===== src/shared/ccg_map.vh =====
// Register map, reset values and timing constants of the clock generator.
// Included by the design; definitions only.
`ifndef CCG_MAP_VH
`define CCG_MAP_VH
`define CCG_ADDR_SETTLE 16'hfffa
`define CCG_ADDR_CPUSEL 16'hfffb
`define CCG_RST_SETTLE 3'h4
`define CCG_RST_CPUSEL 3'h4
`define CCG_DIV_MAX 3'h4
`define CCG_SEL_LSB 0
`define CCG_SEL_MSB 2
`define CCG_SETTLE_EXP0 5'd12
`define CCG_SETTLE_EXP1 5'd14
`define CCG_SETTLE_EXP2 5'd15
`define CCG_SETTLE_EXP3 5'd16
`define CCG_SETTLE_EXP4 5'd17
`define CCG_INSTR_CYC 5'd2
`define CCG_SWITCH_INSTR 5'd16
`endif


===== src/design/ccg_clock_gen.v =====
// Clock generator: processor clock divider, peripheral divider and oscillator settling wait.
// Assumes the CPU register port is synchronous to clock; clock stands for the system clock.
// How it works
// - Reset loads the processor clock select register with 04H, system clock over sixteen.
// - Codes 000 to 100 divide the processor clock by 1, 2, 4, 8 or 16; other codes are refused.
// - Bits 3 to 7 of the processor clock select register read as zero and ignore writes.
// - The processor clock select register takes whole-byte writes and single-bit writes.
// - The settling select register is written as a whole byte only; bit writes are ignored.
// - Reset loads the settling select register with 04H.
// - The processor clock is held off for the settling wait after reset or STOP release.
// - Settling codes 000 to 100 give 2^12, 2^14, 2^15, 2^16 or 2^17 system clocks.
// - With the reset code the wait after reset is 2^17 system clocks.
// - The oscillator is stopped while rst_n is low.
// - A divider derives the peripheral clocks from the system clock.
// - Peripheral clocks stop whenever the system clock is stopped.
// - STOP halts oscillation and HALT halts only the processor clock.
// - A new divide setting takes effect after 16 cycles of the old processor clock.
`timescale 1ns/100ps
`include "ccg_map.vh"

module ccg_clock_gen #(
    parameter PERI_W = 8
) (
    // Clock and reset
    input wire clock,
    input wire rst_n,
    // Register port
    input wire [15:0] reg_addr,
    input wire reg_wr,
    input wire reg_bit_wr,
    input wire [2:0] reg_bit_idx,
    input wire [7:0] reg_wdata,
    output reg [7:0] reg_rdata,
    // Standby requests
    input wire stop_req,
    input wire halt_req,
    input wire wake,
    // Clock enables out
    output reg osc_run,
    output reg cpu_clk_en,
    output reg [PERI_W-1:0] peri_clk_en,
    output reg settle_busy
);

    function [4:0] settle_exp;
        input [2:0] code;
        begin
            case (code)
                3'h0: settle_exp = `CCG_SETTLE_EXP0;
                3'h1: settle_exp = `CCG_SETTLE_EXP1;
                3'h2: settle_exp = `CCG_SETTLE_EXP2;
                3'h3: settle_exp = `CCG_SETTLE_EXP3;
                default: settle_exp = `CCG_SETTLE_EXP4;
            endcase
        end
    endfunction

    // Both select fields share one legal range, 000 to 100
    function code_ok;
        input [2:0] code;
        begin
            code_ok = (code <= `CCG_DIV_MAX);
        end
    endfunction

    localparam ST_SETTLE = 2'h0;
    localparam ST_RUN = 2'h1;
    localparam ST_HALT = 2'h2;
    localparam ST_STOP = 2'h3;

    reg [2:0] cpu_sel_r;
    reg [2:0] cpu_act_r;
    reg [2:0] settle_sel_r;
    reg [1:0] state_r;
    reg [17:0] settle_cnt_r;
    reg [3:0] div_cnt_r;
    reg [PERI_W-1:0] peri_cnt_r;
    reg [8:0] sw_cnt_r;
    reg sw_pend_r;

    reg [2:0] cpu_sel_nxt;
    reg [7:0] bit_val;
    wire running = (state_r == ST_RUN);
    wire [17:0] settle_end = 18'h1 << settle_exp(settle_sel_r);
    wire [4:0] div_mask = (5'h1 << cpu_act_r) - 5'h1;
    wire cpu_tick = running && ((div_cnt_r & div_mask[3:0]) == 4'h0);
    // Switch delay in system clocks: 16 old-clock cycles, 16 shifted left by the active code
    wire [8:0] sw_len = {4'h0, `CCG_SWITCH_INSTR} << cpu_act_r;

    // Byte and single-bit writes merge into one candidate value
    always @* begin
        bit_val = {5'h0, cpu_sel_r};
        if (reg_bit_wr) begin
            bit_val[reg_bit_idx] = reg_wdata[0];
        end
        cpu_sel_nxt = cpu_sel_r;
        if (reg_addr == `CCG_ADDR_CPUSEL) begin
            if (reg_wr && code_ok(reg_wdata[2:0])) begin
                cpu_sel_nxt = reg_wdata[2:0];
            end else if (reg_bit_wr && code_ok(bit_val[2:0])) begin
                cpu_sel_nxt = bit_val[2:0];
            end
        end
    end

    // Select registers
    always @(posedge clock or negedge rst_n) begin
        if (!rst_n) begin
            cpu_sel_r <= `CCG_RST_CPUSEL;
            settle_sel_r <= `CCG_RST_SETTLE;
        end else begin
            cpu_sel_r <= cpu_sel_nxt;
            // Prohibited settling codes are dropped; bit writes never reach it
            if (reg_wr && reg_addr == `CCG_ADDR_SETTLE && code_ok(reg_wdata[2:0])) begin
                settle_sel_r <= reg_wdata[2:0];
            end
        end
    end

    // Readback is registered, so data follows the address by one clock
    always @(posedge clock or negedge rst_n) begin
        if (!rst_n) begin
            reg_rdata <= 8'h00;
        end else begin
            case (reg_addr)
                `CCG_ADDR_CPUSEL: reg_rdata <= {5'h00, cpu_sel_r};
                `CCG_ADDR_SETTLE: reg_rdata <= {5'h00, settle_sel_r};
                default: reg_rdata <= 8'h00;
            endcase
        end
    end

    // Divide switch: a further change restarts the delay, so only the last setting lands
    always @(posedge clock or negedge rst_n) begin
        if (!rst_n) begin
            cpu_act_r <= `CCG_RST_CPUSEL;
            sw_cnt_r <= 9'h0;
            sw_pend_r <= 1'b0;
        end else begin
            // Old divide keeps running until the switch delay expires
            if (cpu_sel_nxt != cpu_sel_r) begin
                sw_pend_r <= 1'b1;
                sw_cnt_r <= 9'h0;
            end else if (sw_pend_r && osc_run) begin
                if (sw_cnt_r >= sw_len - 9'h1) begin
                    cpu_act_r <= cpu_sel_r;
                    sw_pend_r <= 1'b0;
                end else begin
                    sw_cnt_r <= sw_cnt_r + 9'h1;
                end
            end
        end
    end

    // Standby and settling sequence
    always @(posedge clock or negedge rst_n) begin
        if (!rst_n) begin
            state_r <= ST_SETTLE;
            settle_cnt_r <= 18'h0;
        end else begin
            case (state_r)
                ST_SETTLE: begin
                    if (settle_cnt_r >= settle_end - 18'h1) begin
                        state_r <= ST_RUN;
                        settle_cnt_r <= 18'h0;
                    end else begin
                        settle_cnt_r <= settle_cnt_r + 18'h1;
                    end
                end
                ST_RUN: begin
                    if (stop_req) begin
                        state_r <= ST_STOP;
                    end else if (halt_req) begin
                        state_r <= ST_HALT;
                    end
                end
                ST_HALT: begin
                    if (wake) begin
                        state_r <= ST_RUN;
                    end
                end
                ST_STOP: begin
                    if (wake) begin
                        state_r <= ST_SETTLE;
                    end
                end
                default: state_r <= ST_SETTLE;
            endcase
        end
    end

    // Dividers and clock enables; every output here is a flip-flop
    always @(posedge clock or negedge rst_n) begin
        if (!rst_n) begin
            div_cnt_r <= 4'h0;
            peri_cnt_r <= {PERI_W{1'b0}};
            osc_run <= 1'b0;
            cpu_clk_en <= 1'b0;
            peri_clk_en <= {PERI_W{1'b0}};
            settle_busy <= 1'b1;
        end else begin
            osc_run <= (state_r != ST_STOP);
            div_cnt_r <= div_cnt_r + 4'h1;
            if (state_r != ST_STOP) begin
                peri_cnt_r <= peri_cnt_r + {{(PERI_W-1){1'b0}}, 1'b1};
            end
            // Each bit k is high for 2^k of every 2^(k+1) system clocks; all stop with oscillation
            peri_clk_en <= (state_r == ST_STOP) ? {PERI_W{1'b0}} : ~peri_cnt_r;
            cpu_clk_en <= cpu_tick;
            settle_busy <= (state_r == ST_SETTLE);
        end
    end

endmodule // ccg_clock_gen


===== config.mk =====
export PLATFORM = sky130hd
export DESIGN_NAME = ccg_clock_gen
export DESIGN_NICKNAME = d
export VERILOG_FILES = /design/src/design/ccg_clock_gen.v
export VERILOG_INCLUDE_DIRS = /design/src /design/src/shared
export SDC_FILE = /design/constraint.sdc
export NUM_CORES = 1
export LEC_CHECK = 0
export BUFFER_PORTS_ARGS = -buffer_cell sky130_fd_sc_hd__buf_2
export CAP_MARGIN = 30
export CORE_ASPECT_RATIO = 0.75
export CORE_UTILIZATION = 62
export DETAILED_ROUTE_END_ITERATION = 10
export HOLD_SLACK_MARGIN = 0.06
export PLACE_DENSITY = 0.92
export SYNTH_ARGS = -nofsm -noshare
export SYNTH_HDL_FRONTEND = slang
export SYNTH_SLANG_ARGS = --single-unit

===== constraint.sdc =====
create_clock -name clock -period 4 [get_ports clock]
set_clock_uncertainty 0.05 [all_clocks]
set_input_delay 0.8 -clock clock [delete_from_list [all_inputs] [get_ports clock]]
set_output_delay 0.8 -clock clock [all_outputs]
set_load 0.01 [all_outputs]

# After elaboration in Yosys (flattened, before gate mapping)
# Cells that the tools add are included.
# word_totals
reg_bits,70
inputBits,34
output_inout_bits,19
wordCells,87
# op_classes
add_sub_neg,7
order_cmp,6
eq_ne,15
shift,3
muxes,23
bitwise_logic,3
reduce_logical,16
# op_table
cell,n
"16-bit == test, second input constant",2
9-bit two-way mux,3
5-bit case mux with 4 select lines,1
"18-bit by 1-bit adder with 18-bit output, second input constant",1
18-bit greater-or-equal comparator,1
18-bit two-way mux,1
"1-bit by 5-bit left shift with 18-bit output, first input constant",1
"18-bit by 1-bit subtractor with 18-bit output, second input constant",1
3-bit two-way mux,4
2-bit two-way mux,5
"2-bit != test, second input constant",5
"9-bit by 1-bit adder with 9-bit output, second input constant",1
9-bit greater-or-equal comparator,1
"5-bit by 3-bit left shift with 9-bit output, first input constant",1
"9-bit by 1-bit subtractor with 9-bit output, second input constant",1
"8-bit by 1-bit adder with 8-bit output, second input constant",1
8-bit bitwise mux,1
8-bit two-way mux,1
8-bit inverter,1
2-bit case mux with 4 select lines,1
1-bit logical AND,7
"3-bit by 2-bit == test with 1-bit output, second input constant",2
"3-bit less-or-equal comparator, second input constant",2
3-bit case mux with 2 select lines,1
21 further kinds,27

# Logic depth before layout (Yosys ltp)
# depth
depth_word,14
mapped_depth,11

# Least setup slack after synthesis
# OpenSTA, ideal clock, no wires.
# synth_path
path_type,in2reg
from,in reg_bit_idx[2]
to,reg cpu_act_r[0]
t_arrival_ns,2.644
slack_ns,1.178
cell_stages,7
n_path_buf,0
cell_sequence,or3b_1 -> mux2_4 -> o311ai_1 -> o2111ai_1 -> o41ai_2 -> and2b_1 -> mux2_1
# synth_between
elab_chain_len,14
# synth_rtl
item,line_no,rtl
"start, declared",ccg_clock_gen.v:31,"input wire [2:0] reg_bit_idx,"
3-bit by 4-bit < comparator with 1-bit output (not written as such) / 3-bit by 1-bit greater-or-equal comparator with 1-bit output (equally long branches),ccg_clock_gen.v:94,bit_val[reg_bit_idx] = reg_wdata[0];
1-bit logical AND (not written as such),ccg_clock_gen.v:94,
1-bit two-way mux (not written as such),ccg_clock_gen.v:94,
1-bit demux with 3-bit select (*),ccg_clock_gen.v:94,
8-bit bitwise mux (*),ccg_clock_gen.v:94,
3-bit two-way mux (*),ccg_clock_gen.v:93,if (reg_bit_wr) begin
3-bit less-or-equal comparator (no source line),--,
1-bit logical AND,ccg_clock_gen.v:100,end else if (reg_bit_wr && code_ok(bit_val[2:0])) begin
3-bit two-way mux (*),ccg_clock_gen.v:100,
3-bit two-way mux (*),ccg_clock_gen.v:98,if (reg_wr && code_ok(reg_wdata[2:0])) begin
3-bit two-way mux (*),ccg_clock_gen.v:97,if (reg_addr == `CCG_ADDR_CPUSEL) begin
3-bit != test (*),ccg_clock_gen.v:141,if (cpu_sel_nxt != cpu_sel_r) begin
1-bit inverter (no source line) (*),--,
3-bit AND reduction (no source line) (*),--,
"end signal, assigned",ccg_clock_gen.v:136,cpu_act_r <= `CCG_RST_CPUSEL;
"end signal, assigned",ccg_clock_gen.v:146,cpu_act_r <= cpu_sel_r;
"end, declared",ccg_clock_gen.v:72,reg [2:0] cpu_act_r;
# Mark *: on every way between the ends. The rest lies on a longest branch, timed or not.
# A chain may end at the register's enable or synchronous reset.

# Worst setup path in the final report
# layout_path
from,reg settle_sel_r[2]
to,reg settle_cnt_r[12]
# layout_between
elab_chain_len,6
# layout_rtl
item,line_no,rtl
"start, declared",ccg_clock_gen.v:73,reg [2:0] settle_sel_r;
"start signal, assigned",ccg_clock_gen.v:110,settle_sel_r <= `CCG_RST_SETTLE;
"start signal, assigned",ccg_clock_gen.v:115,settle_sel_r <= reg_wdata[2:0];
3-bit by 2-bit == test with 1-bit output (tied with other cells),ccg_clock_gen.v:48,case (code)
5-bit case mux with 4 select lines (*),ccg_clock_gen.v:48,
1-bit by 5-bit left shift with 18-bit output (*),ccg_clock_gen.v:84,wire [17:0] settle_end = 18'h1 << settle_exp(settle_sel_r);
18-bit by 1-bit subtractor with 18-bit output (*),ccg_clock_gen.v:163,if (settle_cnt_r >= settle_end - 18'h1) begin
18-bit greater-or-equal comparator (*),ccg_clock_gen.v:163,
18-bit two-way mux (*),ccg_clock_gen.v:163,
"end signal, assigned",ccg_clock_gen.v:167,settle_cnt_r <= settle_cnt_r + 18'h1;
"end, declared",ccg_clock_gen.v:75,reg [17:0] settle_cnt_r;
# Marked as above.

==> results.toml <==
[setup_path]
r2r_end = "settle_cnt_r[12]$_DFFE_PN0P_"
end_kind = "flip-flop"
worstPathMaxFanout = 10
worstRegToRegCells = 9
cp_num_buf_inv = 0
cp.required_ns = 4.22
cp_data_arrival_time_ns = 3.27
cp_top_family = "compound AO/OA/AOI/OAI gates"
critPathCapture = "settle_cnt_r[12]$_DFFE_PN0P_"
cp.depth = 9
reg2reg_setup_slack_ns = 0.95
crit_path_top_delay_cell = "a211oi_2"
r2r_start = "settle_sel_r[2]$_DFFE_PN1P_"
cpPeakStageDelay_ns = 0.70
cp_cell_sequence = "nor3_1 > ha_1 > a21o_1 > a21oi_1 > o311ai_1 > a221o_1 > a211oi_2 > nand2_1 > o21ai_1"
startpoint = "settle_sel_r[2]$_DFFE_PN1P_"
start_kind = "flip-flop"
critPathKind = "flip-flop to flip-flop"

[cts]
clkTransAtPathRegs_ns = 0.08
tritoncts = "done"
cts_htree_levels = 3
ctsHoldBuffers = 0
cts_buffer_depth = 2
clk_latency_ns = 0.36
cts_buffers = 9
cts-root-buf = "clkbuf_8"
post_cts_buffers = 0
ctsResizeCount = 0
cts_num_sinks = 65

[routing]
drt_first_pass_iters = 5
drt-total-wl_um = 8325
via_per_inst = 5.958
postRouteAntennaNets = 0
drtIter0Drc = 276
avgRoutedWirePerCell_um = 15.80
route.detailed.drc = 0
via_count = 3140

[floorplanning]
core-area_um2 = 5826
die_y_um = 69.41
ios = 53
start_util_pct = 64.48
num_rows = 24
die_w_um = 91.88
fp.dieArea_um2 = 6377

[power]
power_density_nw_per_um2 = 330.9
vdd_drop_max_uv = 257.2
power.leakage_nw = 2.007

[grt]
grt_pass1_vias = 2940
grt_usage_pct = 27.60
antenna_found_initial = 0
overflow = 0
grt_start_max_net_pins = 31
grt_first_pass_wirelength_um = 13820

[cells_and_area]
insertedDiodeCount = 0
fin_cells = 527
drive_gt1_share_pct = 16.04
nFillCells = 401
syn2layout_area_growth_pct = 13.72
nNetsFinal = 500

[place]
dp_hpwl_um = 5764
portBuffers = 42
gp_congestion = 0.8768
dp_cells = 511

[run_status]
status = "finished clean"

[yosys]
async_flop_share_pct = 100.0
syn_avg_cell_area_um2 = 9.533
syn-cell-area_um2 = 3756
synth_top_area_cell = "dfrtp_1"
ys_ff_latch = 65
synth.most_common_cell = "dfrtp_1"
ys_warn_count = 0
syn_inst = 394
synth_top_area_share_pct = 40.64
synth_flop_cell = "dfrtp_1"
ys_seq_area_share_pct = 43.44
synth.area.top_cells = "dfrtp_1 (41%), ha_1 (7.3%), a21oi_1 (3.6%)"
synth_commonest_cells = "dfrtp_1 (61), nand2_1 (31), nor2_1 (29), a21oi_1 (27), ha_1 (22)"
synth_edf_count = 0
synth_cell_types = 58

[timing]
rsz0062_at_grt = "no"
report.final.hold_viol_count = 0
finalMaxSlewViolations = 0
slew_headroom_pct = 47.60
fin_setup_tns_ns = 0
setup_viol_count_final = 0
fmax_mhz = 327.8
tightest_slew_ns = 0.7860
timing.final.crit_share_pct = 76.27
period_minus_slack_ns = 3.051

[hold_path]
hold_class = "input port to async pin"

[flow_run]
maxCapViolations = 0
## area by class of cell
type | instances | area [µm²] | share of cell area [%]
multi-input cells | 307 | 2019 | 47.28
repair buffers | 46 | 240.2 | 5.624
inverters | 15 | 56.30 | 1.318
flip-flops and latches | 65 | 1632 | 38.20
well taps | 78 | 97.59 | 2.285
clock inverters | 7 | 102.6 | 2.402
clock buffers | 9 | 123.9 | 2.900
## layout by cell type (no fill, tap or decap), types with 6 or more instances in the layout
master / instances
clkbuf_8: 9
nor2_1: 29
buf_2: 42
o21ai_1: 21
nor2b_1: 7
mux2_1: 6
mux2i_1: 13
xnor2_1: 13
a21oi_1: 27
o21ai_0: 8
ha_1: 22
nand3_1: 18
nand4_1: 12
and3_1: 7
and2_1: 12
a211oi_1: 9
conb_1: 12
inv_1: 13
dfrtp_1: 61
nand2_1: 31
## report_power, final
part	switching, W	internal, W	total, W
Sequential	0.0000149	0.000670	0.000685
Clock	0.000276	0.000357	0.000633
Combinational	0.0000527	0.0000429	0.0000956
## metal layers
layer | part of all wire, % | up-vias | wire, µm | track usage, %
li1 | - | 1503 | - | -
met5 | 0 | - | 0 | 0
met1 | 44 | 1476 | 3638 | 36.91
met3 | 6.8 | 26 | 569 | 6.469
met4 | 2.5 | 0 | 205 | 10.42
met2 | 47 | 135 | 3912 | 43.95
## state kept, by name, summed over array words and instances, names as in the netlist
register and cells:
cpu_sel_r 3, settle_sel_r 3, peri_clk_en 8, sw_pend_r 1, div_cnt_r 4, settle_busy 1, cpu_clk_en 1, reg_rdata 3
settle_cnt_r 18, osc_run 1, peri_cnt_r 8, state_r 2, cpu_act_r 3, sw_cnt_r 9
## worst register-to-register path: cells and delay by family (launching register included)
| family | cells | cell delay, ns |
|---|---|---|
| compound gates | 6 | 1.87 |
| fa+ha+maj | 1 | 0.18 |
| flops | 1 | 0.60 |
| simple gates | 2 | 0.28 |
## cells by family (layout without fill, tap and decap cells)
logic type	count (synthesis)	after routing	share of synthesized area, %
and+or+nand+nor	148	148	21.02
AOI/OAI and AO/OA	87	87	14.36
DFF	65	65	43.44
buffers and inverters	32	77	3.798
adders and majority gates	22	22	7.328
muxes	20	20	5.663
xor gates and xnor gates	18	18	4.197
other	2	12	0.1999
## stage by stage
stage / utilization, % / total power [W] / setup slack, ns / cell area (µm²) / hold slack (ns)
after global placement: 69.44 / 0.0007855 / 0.8016 / 4045 / 0.3890
after global routing: 73.32 / 0.001455 / 0.8083 / 4272 / 0.3481
after detailed placement: 69.44 / 0.0007908 / 0.6694 / 4045 / 0.3955
after CTS: 73.32 / 0.001420 / 1.013 / 4272 / 0.3183
final: 73.32 / 0.001414 / 0.9492 / 4272 / 0.3094
after floorplan: - / 0.0007504 / 1.178 / 3794 / 0.3746
## worst min-delay path by stage
| stage | start | endpoint | slack (ns) | depth (start not counted) |
|---|---|---|---|---|
| after floorplan | peri_cnt_r[7]$_DFFE_PN0N_ | peri_clk_en[7]$_DFF_PN0_ | 0.37 | 1 |
| after global placement | peri_cnt_r[7]$_DFFE_PN0N_ | peri_clk_en[7]$_DFF_PN0_ | 0.39 | 1 |
| after detailed placement | peri_cnt_r[7]$_DFFE_PN0N_ | peri_clk_en[7]$_DFF_PN0_ | 0.40 | 1 |
| after CTS | rst_n | settle_cnt_r[5]$_DFFE_PN0P_ | 0.32 | 1 |
| after global routing | rst_n | settle_cnt_r[3]$_DFFE_PN0P_ | 0.35 | 1 |
| final | rst_n | settle_cnt_r[5]$_DFFE_PN0P_ | 0.31 | 1 |
Note: power is estimated with default switching activity, not from simulation.
